--- src/epis_map.vh ---
`ifndef EPIS_MAP_VH
`define EPIS_MAP_VH
`define EPIS_CLK_HZ          10000000
`define EPIS_CYC_PER_MS      (`EPIS_CLK_HZ / 1000)
`define EPIS_FIB_LOW_MS      12'h032
`define EPIS_FIB_HIGH_MS     12'h01E
`define EPIS_MAX_DRIVE       5'h1E
`define EPIS_CL_MIN_MS       12'h078
`define EPIS_CL_MAX_MS       12'h2EE
`define EPIS_CL_STEP_MS      12'h00A
`define EPIS_CL_MAX_CODE     7'h40
`define EPIS_LOOKBACK_MS     12'hBB8
`define EPIS_COUPLE_MAX_MS   12'h1F4
`define EPIS_CL_OFF          7'h00
`define EPIS_PULSE_CYC       4'h5
`endif

--- src/epis_sequencer.v ---
// What this block does
// - Fibrillation train spacing 50 or 30 ms.
// - Fibrillation runs only while hold and link.
// - Detection suspended during fibrillation, then re-enabled.
// - Open episode closed before first induction pulse.
// - Markers and electrograms halted during fibrillation.
// - Up to 30 drives then four extra stimuli.
// - First drive one interval after last beat.
// - Sequence pulses asynchronous, chosen chamber, pacing outputs.
// - Cycle lengths 120 to 750 ms, 10 ms steps, off.
// - Extra stimuli stop at first one set off.
// - Link loss ignored; abort, magnet or disarm ends sequence.
// - Repeated start reloads remaining drive count.
// - Sequence completes after last stimulus, detection restarts.
// - Sequence command ends episode; not logged as therapy.
// - Shock drive train paced, lookback 3000 ms.
// - Shock drive interval 120 to 750, count 1 to 30.
// - Shock timed from last drive, 1 to 500 ms.
// - Shock induction completes then detection restarts.
// - Induction shocks leave episode and therapy counters unchanged.
// - Inhibit blinds detection only while link present.
// - Inhibit request ignored while episode open.
// - Detect command clears inhibit, resumes detection.
// - Only one test function armed at a time.
// - Magnet present suppresses all induction delivery.
`timescale 1ns/1ns
`include "epis_map.vh"
module epis_sequencer #(
  parameter MS_CYC = `EPIS_CYC_PER_MS
) (
  input  wire       clk_in,
  input  wire       resetn_in,
  input  wire       link_ok_in,
  input  wire       magnet_in,
  input  wire       episode_open_in,
  input  wire       beat_in,
  input  wire       arm_fib_in,
  input  wire       arm_seq_in,
  input  wire       arm_sot_in,
  input  wire       arm_ext_in,
  input  wire       fib_hold_in,
  input  wire       fib_high_in,
  input  wire       start_in,
  input  wire       abort_therapy_command_in,
  input  wire       inhibit_cmd_in,
  input  wire       detect_cmd_in,
  input  wire       chamber_atrial_in,
  input  wire [4:0] drive_count_in,
  input  wire [6:0] drive_cl_in,
  input  wire [6:0] extra_cl0_in,
  input  wire [6:0] extra_cl1_in,
  input  wire [6:0] extra_cl2_in,
  input  wire [6:0] extra_cl3_in,
  input  wire [8:0] couple_ms_in,
  output reg        fib_pulse_out,
  output reg        atrial_pace_out,
  output reg        vent_pace_out,
  output reg        shock_out,
  output reg        detect_enable_out,
  output reg        close_episode_out,
  output reg        telemetry_stream_out,
  output reg        seq_busy_out,
  output reg        log_therapy_out
);
  localparam [6:0] S_IDLE  = 7'h01;
  localparam [6:0] S_FIB   = 7'h02;
  localparam [6:0] S_CLOSE = 7'h04;
  localparam [6:0] S_DRIVE = 7'h08;
  localparam [6:0] S_EXTRA = 7'h10;
  localparam [6:0] S_COUP  = 7'h20;
  localparam [6:0] S_EXT   = 7'h40;
  localparam [2:0] A_NONE = 3'h0;
  localparam [2:0] A_FIB  = 3'h1;
  localparam [2:0] A_SEQ  = 3'h2;
  localparam [2:0] A_SOT  = 3'h3;
  localparam [2:0] A_EXT  = 3'h4;

  // Cycle-length code to ms; codes run 120..750 in 10 ms steps, zero is off.
  function [11:0] cl_ms;
    input [6:0] code;
    begin
      if (code == `EPIS_CL_OFF)
        cl_ms = 12'h000;
      else if (code > `EPIS_CL_MAX_CODE)
        cl_ms = `EPIS_CL_MAX_MS;
      else
        cl_ms = `EPIS_CL_MIN_MS - `EPIS_CL_STEP_MS + {5'h00, code} * `EPIS_CL_STEP_MS;
    end
  endfunction

  // A count of zero would leave no drive pulse to time the extras from, so it runs one.
  function [4:0] drive_load;
    input [4:0] count;
    begin
      if (count == 5'h00)
        drive_load = 5'h01;
      else if (count > `EPIS_MAX_DRIVE)
        drive_load = `EPIS_MAX_DRIVE;
      else
        drive_load = count;
    end
  endfunction

  reg [1:0]  link_s_ff, mag_s_ff, epi_s_ff, beat_s_ff;
  reg [1:0]  hold_s_ff, high_s_ff, start_s_ff, abort_s_ff, inh_s_ff, det_s_ff;
  reg        beat_d_ff, start_d_ff, inh_d_ff, det_d_ff;
  reg [6:0]  state_ff;
  reg [2:0]  armed_ff;
  reg [2:0]  arm_prev_ff;
  reg        inhibit_ff;
  reg        sot_ff;
  reg [4:0]  left_ff;
  reg [1:0]  xi_ff;
  reg [23:0] presc_ff;
  reg [11:0] ms_ff;
  reg [11:0] since_ff;
  reg [11:0] target_ff;
  reg [3:0]  pw_ff;
  reg        tick_ff;
  // Settings arrive from the telemetry side and are resynchronised like any pin.
  // Bits settle on their own, so a word changed at a start edge may be seen torn.
  wire [53:0] cfg_raw = {arm_fib_in, arm_seq_in, arm_sot_in, arm_ext_in, chamber_atrial_in,
                         drive_count_in, drive_cl_in, extra_cl0_in, extra_cl1_in,
                         extra_cl2_in, extra_cl3_in, couple_ms_in};
  wire [53:0] cfg_s;
  genvar      gi;
  generate
    for (gi = 0; gi < 54; gi = gi + 1) begin : g_cfg_sync
      reg [1:0] sync_ff;
      always @(posedge clk_in or negedge resetn_in) begin
        if (!resetn_in)
          sync_ff <= 2'h0;
        else
          sync_ff <= {sync_ff[0], cfg_raw[gi]};
      end
      assign cfg_s[gi] = sync_ff[1];
    end
  endgenerate
  wire [3:0] arm_s     = cfg_s[53:50];
  wire       chamber_a = cfg_s[49];
  wire [4:0] drive_cnt = cfg_s[48:44];
  wire [6:0] drive_cl  = cfg_s[43:37];
  wire [6:0] extra_cl0 = cfg_s[36:30];
  wire [6:0] extra_cl1 = cfg_s[29:23];
  wire [6:0] extra_cl2 = cfg_s[22:16];
  wire [6:0] extra_cl3 = cfg_s[15:9];
  wire [8:0] couple_ms = cfg_s[8:0];
  wire       link  = link_s_ff[1];
  wire       mag   = mag_s_ff[1];
  wire       epi   = epi_s_ff[1];
  wire       hold  = hold_s_ff[1];
  wire       abort = abort_s_ff[1];
  wire       beat_p  = beat_s_ff[1] & ~beat_d_ff;
  wire       start_p = start_s_ff[1] & ~start_d_ff;
  wire       inh_p   = inh_s_ff[1] & ~inh_d_ff;
  wire       det_p   = det_s_ff[1] & ~det_d_ff;
  wire       due     = tick_ff & (ms_ff + 12'h001 >= target_ff);
  wire [6:0] extra_sel = (xi_ff == 2'h0) ? extra_cl0 :
                         (xi_ff == 2'h1) ? extra_cl1 :
                         (xi_ff == 2'h2) ? extra_cl2 : extra_cl3;
  wire [2:0] arm_req = arm_s[3] ? A_FIB : arm_s[2] ? A_SEQ :
                       arm_s[1] ? A_SOT : arm_s[0] ? A_EXT : A_NONE;
  wire [11:0] first_wait = (since_ff >= cl_ms(drive_cl)) ? 12'h001 :
                           cl_ms(drive_cl) - since_ff;

  always @(posedge clk_in or negedge resetn_in) begin
    if (!resetn_in) begin
      link_s_ff  <= 2'h0;
      mag_s_ff   <= 2'h0;
      epi_s_ff   <= 2'h0;
      beat_s_ff  <= 2'h0;
      hold_s_ff  <= 2'h0;
      high_s_ff  <= 2'h0;
      start_s_ff <= 2'h0;
      abort_s_ff <= 2'h0;
      inh_s_ff   <= 2'h0;
      det_s_ff   <= 2'h0;
      beat_d_ff  <= 1'b0;
      start_d_ff <= 1'b0;
      inh_d_ff   <= 1'b0;
      det_d_ff   <= 1'b0;
    end else begin
      link_s_ff  <= {link_s_ff[0], link_ok_in};
      mag_s_ff   <= {mag_s_ff[0], magnet_in};
      epi_s_ff   <= {epi_s_ff[0], episode_open_in};
      beat_s_ff  <= {beat_s_ff[0], beat_in};
      hold_s_ff  <= {hold_s_ff[0], fib_hold_in};
      high_s_ff  <= {high_s_ff[0], fib_high_in};
      start_s_ff <= {start_s_ff[0], start_in};
      abort_s_ff <= {abort_s_ff[0], abort_therapy_command_in};
      inh_s_ff   <= {inh_s_ff[0], inhibit_cmd_in};
      det_s_ff   <= {det_s_ff[0], detect_cmd_in};
      beat_d_ff  <= beat_s_ff[1];
      start_d_ff <= start_s_ff[1];
      inh_d_ff   <= inh_s_ff[1];
      det_d_ff   <= det_s_ff[1];
    end
  end

  // One shared millisecond base; every interval except the pulse width, which counts clock cycles, is counted against it.
  always @(posedge clk_in or negedge resetn_in) begin
    if (!resetn_in) begin
      presc_ff <= 24'h000000;
      tick_ff  <= 1'b0;
      since_ff <= 12'h000;
    end else begin
      tick_ff  <= (presc_ff == MS_CYC - 1);
      presc_ff <= (presc_ff == MS_CYC - 1) ? 24'h000000 : presc_ff + 24'h000001;
      if (beat_p || vent_pace_out || atrial_pace_out)
        since_ff <= 12'h000;
      else if (tick_ff && since_ff < `EPIS_LOOKBACK_MS)
        since_ff <= since_ff + 12'h001;
    end
  end

  always @(posedge clk_in or negedge resetn_in) begin
    if (!resetn_in) begin
      state_ff    <= S_IDLE;
      armed_ff    <= A_NONE;
      arm_prev_ff <= A_NONE;
      inhibit_ff  <= 1'b0;
      sot_ff      <= 1'b0;
      left_ff     <= 5'h00;
      xi_ff       <= 2'h0;
      ms_ff       <= 12'h000;
      target_ff   <= 12'h001;
      pw_ff       <= 4'h0;
      fib_pulse_out        <= 1'b0;
      atrial_pace_out      <= 1'b0;
      vent_pace_out        <= 1'b0;
      shock_out            <= 1'b0;
      detect_enable_out    <= 1'b1;
      close_episode_out    <= 1'b0;
      telemetry_stream_out <= 1'b1;
      seq_busy_out         <= 1'b0;
      log_therapy_out      <= 1'b0;
    end else begin
      close_episode_out <= 1'b0;
      log_therapy_out   <= 1'b0;
      shock_out         <= 1'b0;
      arm_prev_ff       <= arm_req;
      if (arm_req != A_NONE && arm_req != arm_prev_ff)
        armed_ff <= arm_req;
      if (tick_ff)
        ms_ff <= ms_ff + 12'h001;
      if (pw_ff != 4'h0)
        pw_ff <= pw_ff - 4'h1;
      else begin
        fib_pulse_out   <= 1'b0;
        atrial_pace_out <= 1'b0;
        vent_pace_out   <= 1'b0;
      end
      case (state_ff)
        S_IDLE: begin
          detect_enable_out    <= 1'b1;
          telemetry_stream_out <= 1'b1;
          seq_busy_out         <= 1'b0;
          if (!mag) begin
            if (armed_ff == A_FIB && hold && link) begin
              state_ff          <= S_FIB;
              close_episode_out <= epi;
              detect_enable_out <= 1'b0;
              telemetry_stream_out <= 1'b0;
              ms_ff     <= 12'h000;
              target_ff <= 12'h001;
            end else if ((armed_ff == A_SEQ || armed_ff == A_SOT) && start_p) begin
              state_ff          <= S_CLOSE;
              sot_ff            <= (armed_ff == A_SOT);
              close_episode_out <= epi;
              detect_enable_out <= 1'b0;
              seq_busy_out      <= 1'b1;
            end else if (armed_ff == A_EXT && inh_p && !epi) begin
              inhibit_ff <= 1'b1;
              state_ff   <= S_EXT;
            end
          end
        end
        S_FIB: begin
          if (!hold || !link || mag || armed_ff != A_FIB) begin
            state_ff <= S_IDLE;
          end else if (due) begin
            fib_pulse_out <= 1'b1;
            pw_ff         <= `EPIS_PULSE_CYC;
            ms_ff         <= 12'h000;
            target_ff     <= high_s_ff[1] ? `EPIS_FIB_HIGH_MS : `EPIS_FIB_LOW_MS;
          end
        end
        S_CLOSE: begin
          // Episode closure was issued last cycle, so pacing can now be timed.
          state_ff  <= S_DRIVE;
          left_ff   <= drive_load(drive_cnt);
          xi_ff     <= 2'h0;
          ms_ff     <= 12'h000;
          target_ff <= first_wait;
        end
        S_DRIVE, S_EXTRA, S_COUP: begin
          if (abort || mag) begin
            state_ff <= S_IDLE;
          end else if (state_ff == S_DRIVE && start_p && !sot_ff) begin
            left_ff <= drive_load(drive_cnt);
          end else if (due) begin
            ms_ff <= 12'h000;
            if (state_ff == S_COUP) begin
              shock_out <= 1'b1;
              state_ff  <= S_IDLE;
            end else begin
              pw_ff <= `EPIS_PULSE_CYC;
              if (sot_ff)
                vent_pace_out <= 1'b1;
              else if (chamber_a)
                atrial_pace_out <= 1'b1;
              else
                vent_pace_out <= 1'b1;
              if (state_ff == S_DRIVE && left_ff > 5'h01) begin
                left_ff   <= left_ff - 5'h01;
                target_ff <= cl_ms(drive_cl);
              end else if (sot_ff) begin
                state_ff  <= S_COUP;
                target_ff <= ({3'h0, couple_ms} > `EPIS_COUPLE_MAX_MS) ? `EPIS_COUPLE_MAX_MS :
                             (couple_ms == 9'h000) ? 12'h001 : {3'h0, couple_ms};
              end else if (state_ff == S_DRIVE) begin
                state_ff <= (extra_cl0 == `EPIS_CL_OFF) ? S_IDLE : S_EXTRA;
                target_ff <= cl_ms(extra_cl0);
              end else if (xi_ff == 2'h3 || extra_sel == `EPIS_CL_OFF) begin
                state_ff <= S_IDLE;
              end else begin
                xi_ff     <= xi_ff + 2'h1;
                target_ff <= (xi_ff == 2'h0) ? cl_ms(extra_cl1) :
                             (xi_ff == 2'h1) ? cl_ms(extra_cl2) : cl_ms(extra_cl3);
                if (((xi_ff == 2'h0) ? extra_cl1 : (xi_ff == 2'h1) ? extra_cl2
                     : extra_cl3) == `EPIS_CL_OFF)
                  state_ff <= S_IDLE;
              end
            end
          end
        end
        S_EXT: begin
          // Blinding follows the link so an unseen device is never left blind.
          detect_enable_out    <= !(inhibit_ff && link);
          telemetry_stream_out <= 1'b0;
          if (det_p || armed_ff != A_EXT) begin
            inhibit_ff <= 1'b0;
            state_ff   <= S_IDLE;
          end
        end
        default: state_ff <= S_IDLE;
      endcase
      if (armed_ff != A_SEQ && armed_ff != A_SOT && (state_ff == S_DRIVE ||
          state_ff == S_EXTRA || state_ff == S_COUP))
        state_ff <= S_IDLE;
    end
  end
endmodule

--- config.mk ---
export PLATFORM = sky130hd
export DESIGN_NAME = epis_sequencer
export DESIGN_NICKNAME = d
export VERILOG_FILES = /design/src/epis_sequencer.v
export VERILOG_INCLUDE_DIRS = /design/src
export SDC_FILE = /design/constraint.sdc
export NUM_CORES = 1
export LEC_CHECK = 0
export ABC_AREA = 1
export BUFFER_PORTS_ARGS = -buffer_cell sky130_fd_sc_hd__buf_2
export CAP_MARGIN = 20
export CORE_UTILIZATION = 40
export DETAILED_ROUTE_END_ITERATION = 8
export PLACE_DENSITY_LB_ADDON = 0.2
export REMOVE_ABC_BUFFERS = 1
export SLEW_MARGIN = 20
export SYNTH_ARGS = -nofsm -noshare
export SYNTH_HDL_FRONTEND = slang
export SYNTH_SLANG_ARGS = --single-unit
--- constraint.sdc ---
create_clock -name clk_in -period 3.65 [get_ports clk_in]
set_input_delay 0.5475 -clock clk_in [delete_from_list [all_inputs] [get_ports clk_in]]
set_output_delay 0.5475 -clock clk_in [all_outputs]
set_load 0.05 [all_outputs]
==> results by stage <==
Status:
- The flow ran to the end, and the final reports show no timing, DRC or antenna violations.

Yosys:
- The number of enable-type register cells in the synthesized netlist is 0.
- In this run the biggest area consumer among cell types represents 44.60% of the synthesized area.
- The number of cells produced by synthesis is 1500.
- Synthesis instantiated 50 different standard cells from the library.
- By count the netlist is led by sky130_fd_sc_hd__nand2_1, sky130_fd_sc_hd__dfrtp_1, sky130_fd_sc_hd__inv_1.
- Yosys printed 0 warnings.
- Summing every instance area after synthesis gives 12510 µm².
- Of all cell types, the one taking the most synthesized area is sky130_fd_sc_hd__dfrtp_1.
- The average instance in the mapped netlist occupies 8.341 µm².
- The total of flip-flops plus latches after synthesis is 227.
- Sorting the synthesized cells by area gives the leading types as sky130_fd_sc_hd__dfrtp_1, sky130_fd_sc_hd__nand2_1, sky130_fd_sc_hd__ha_1.
- Of all flip-flops after synthesis, the portion carrying an async set or reset was 100.0%.
- The cell with the most instances after synthesis is sky130_fd_sc_hd__nand2_1.
- For this run, the register share of the synthesized area comes to 45.44%.
- The most frequently used flop master after synthesis is sky130_fd_sc_hd__dfrtp_1.

Worst hold path:
- The class of the tightest hold or removal check is input pin to asynchronous set/reset pin.

Power:
- The analysis attributes to cell leakage a power of 0.007455 µW.
- In this run the power density over the cells is 517.6 nW/µm².
- The worst ir drop on vdd is 0.4486 mV.

Clock tree:
- The clock passes through at most 3 buffers.
- The H-tree depth is 1.
- In this run, CTS created clock tree buffers numbering 26.
- TritonCTS built the clock tree.
- The hold buffer count at cts is 0.
- The count of clock tree sinks is 227.
- The cell at the root of the clock tree is sky130_fd_sc_hd__clkbuf_16.
- For the worst-skew pair, the clock arrives at the later sink with an insertion delay of 0.56 ns.
- Clock-pin slew was measured on the worst setup and hold paths at 0.06 ns.

Setup path:
- The critical path in this run is classified as flop to flop.
- Data on the critical path is required at its endpoint by 4.10 ns.
- The worst setup path is launched from a flop.
- The arrival time at the worst endpoint is 4.05 ns.
- The maximum fanout encountered on the critical timing path is 4.
- The sort of element at the end of the critical path is a flop.

GRT:
- The met1 track demand over resource is 24.74%.
- The global routing usage on met3 is 2.629%.
- The number of antenna violations at the first check in global routing is 0.
- The global routing usage on met2 is 29.36%.
- The total congestion overflow is 0.
- The busiest layer in global routing is met2.
- Global routing used 18.09% of the available tracks.
- Entering global routing, the biggest net connects 105 pins.
- The number of global-route vias before repair is 9809.
- The first-pass GRT wire length is 46550 µm.

Final layout:
- After the last flow step, the layout net total stands at 1784.
- The count of antenna diodes in the layout is 0.
- Fill cells in the final layout number 2952.
- The area of combinational cells with multiple inputs is 6065 µm².
- The cell area after layout is 14730 µm².
- The share of layout cells above drive strength 1 is 14.02%.
- The area added between synthesis and finish is 17.75%.
- In the final layout, flip-flops and latches occupy 5685 µm².
- For this run, the share of the core covered by cells in the final layout is 48.04%.

Route:
- The wire length after detailed routing is 27550 µm.
- In the routed design, unresolved DRC markers number 0.
- Dividing the detail-routed wire length by the instance count gives 13.53 µm.
- The detailed-router iteration count before antenna repair is 5.
- Detailed routing inserted a total of 10050 vias.
- The DRC violation total after the first TritonRoute iteration is 566.
- The residual antenna-violating net count after detailed routing is 0.
- The number of vias per cell is 4.935.

Floorplanning:
- For this design the top-level I/O count stands at 75.
- The die span in x is 178.9 µm.
- The die covers 31990 µm².
- Once the floorplan was initialized, standard cells occupied 40.80% of the core.
- The chip height is 178.9 µm.
- The core region area is 30670 µm².
- The count of standard-cell rows is 64.

Job:
- The tool flagged a number of max-cap violations equal to 0.

Placed design:
- In this run the cell area measured after placement is 13560 µm².
- Routability-driven placement finished with a final weighted congestion of 0.8853.
- The total half-perimeter wirelength after legalization and detailed placement is 20920 µm.
- The count of input and output buffers is 73.

Timing:
- The final-report max-slew violation count was 0.
- For the pin with the worst max-slew slack, the measured transition is 0.8012 ns.
- Setup repair after global routing could not meet its margin everywhere.
- Setup violations remaining at the end of the flow were counted as 0.
- The number of hold violations in the final report was 0.
- Based on the critical path, the design can be clocked at up to 0.2778 GHz.
- The worst-case headroom to the max-slew limit is 46.59%.
- The smallest clock period supported by the final layout is computed as 3.599 ns.
- On the final layout, the worst clock skew is 0.02776 ns.
- Dividing the final minimum period by the clock period gives 98.61%.
-- worst max-delay path: stages (launching register included) --
cell and delay [ns]:
sky130_fd_sc_hd__dfrtp_1 0.40, sky130_fd_sc_hd__ha_4 0.26, sky130_fd_sc_hd__ha_4 0.16, sky130_fd_sc_hd__fa_2 0.59
sky130_fd_sc_hd__inv_2 0.04, sky130_fd_sc_hd__nand2_2 0.06, sky130_fd_sc_hd__nor2_2 0.04, sky130_fd_sc_hd__or2_4 0.25
sky130_fd_sc_hd__nor2_2 0.10, sky130_fd_sc_hd__nand2_1 0.07, sky130_fd_sc_hd__a31oi_1 0.19, sky130_fd_sc_hd__ha_1 0.30
sky130_fd_sc_hd__a21oi_2 0.18, sky130_fd_sc_hd__nor3_2 0.06, sky130_fd_sc_hd__a211oi_1 0.20, sky130_fd_sc_hd__nand2_1 0.12
sky130_fd_sc_hd__nand3_2 0.13, sky130_fd_sc_hd__buf_6 0.12, sky130_fd_sc_hd__o211ai_1 0.09, sky130_fd_sc_hd__nand2_1 0.09
sky130_fd_sc_hd__o21ai_1 0.05
-- cells in the final DEF (no fill, tap or decap), types with 6 or more instances in the layout --
cell / instances
sky130_fd_sc_hd__ha_1: 84
sky130_fd_sc_hd__a31oi_1: 6
sky130_fd_sc_hd__nor3_1: 24
sky130_fd_sc_hd__a21oi_1: 66
sky130_fd_sc_hd__inv_1: 213
sky130_fd_sc_hd__nand3b_1: 7
sky130_fd_sc_hd__o211ai_1: 22
sky130_fd_sc_hd__clkbuf_16: 26
sky130_fd_sc_hd__o21ai_1: 13
sky130_fd_sc_hd__xor2_1: 42
sky130_fd_sc_hd__nor2_2: 8
sky130_fd_sc_hd__nand3_2: 7
sky130_fd_sc_hd__nand3_1: 104
sky130_fd_sc_hd__inv_2: 16
sky130_fd_sc_hd__o21ai_0: 79
sky130_fd_sc_hd__or2_2: 10
sky130_fd_sc_hd__nand2_1: 330
sky130_fd_sc_hd__dfrtp_1: 223
sky130_fd_sc_hd__nor2_1: 107
sky130_fd_sc_hd__nand4_1: 23
sky130_fd_sc_hd__xnor2_1: 17
sky130_fd_sc_hd__buf_2: 72
sky130_fd_sc_hd__buf_4: 30
sky130_fd_sc_hd__nor4_1: 11
-- cells by family after synthesis --
family	Yosys count	share of synthesized area, %
AND/OR/NAND/NOR	651	22.97
buffers and inverters	244	7.460
flip-flops	227	45.44
AO/OA/AOI/OAI	222	10.04
adder cells (fa/ha/maj)	95	9.860
XOR/XNOR	60	4.200
other	1	0.02997
-- cell type report --
class	count	area share (%)
clock buffers	32	4.909
clock inverters	13	1.605
inverters	232	5.945
multi-input cells	1030	41.16
flip-flops and latches	227	38.59
well taps	396	3.363
repair buffers	106	4.425
-- flip-flops by register name (all words and copies together) (netlist names), 4 cells and up --
name	cells
presc_ff	24
state_ff	7
pw_ff	4
ms_ff	12
g_cfg_sync.sync_ff	108
left_ff	5
target_ff	12
since_ff	12
-- final timing paths --
check / cells past startpoint / to / startpoint / slack [ns]
worst min register to register: 0 / start_s_ff[1] / start_s_ff[0] / 0.34
max in group asynchronous: 2 / ms_ff[10] / resetn_in / 2.80
worst min-delay path: 1 / g_cfg_sync[3].sync_ff[0] / resetn_in / 0.04
worst max-delay path: 20 / target_ff[6] / g_cfg_sync[40].sync_ff[1] / 0.05
min in group clk_in: 1 / g_cfg_sync[36].sync_ff[0] / extra_cl0_in[6] / 0.09
worst max register to register: 20 / target_ff[6] / g_cfg_sync[40].sync_ff[1] / 0.05
-- through the flow --
| stage | hold WS [ns] | TNS (ns) | instances | worst slack [ns] | total power (µW) |
|---|---|---|---|---|---|
| after floorplan | 0.2519 | 0 | 1489 | 0.04575 | 4165 |
| after global placement | 0.3322 | -0.5640 | 1986 | -0.1392 | 4701 |
| after detailed placement | 0.3347 | -1.299 | 1986 | -0.1808 | 4715 |
| after CTS | 0.05586 | 0 | 2031 | 0.004499 | 7622 |
| after global routing | 0.06173 | -1.782 | 2036 | -0.1847 | 8094 |
| final | 0.04327 | 0 | 2036 | 0.05058 | 7626 |
-- repair_timing --
action                     CTS  global route
pin swaps                    6            23
setup endpoints to repair   12            26
buffers inserted             0             5
gates resized for setup     10            32
-- routing by layer --
metal  up-vias  wire [µm]  part of all wire [%]
li1       5160          -                     -
met1      4626      13030                    47
met2       213      12530                    45
met3        48       1208                   4.4
met4         0        781                   2.8
met5         -          0                     0
-- report_power, final --
part	internal, µW	total [µW]	switching [µW]
registers	2700	2830	128
logic	724	1940	1220
clock network	1770	2860	1080
total	5200	7630	2430
(Power assumes the default switching activity.)
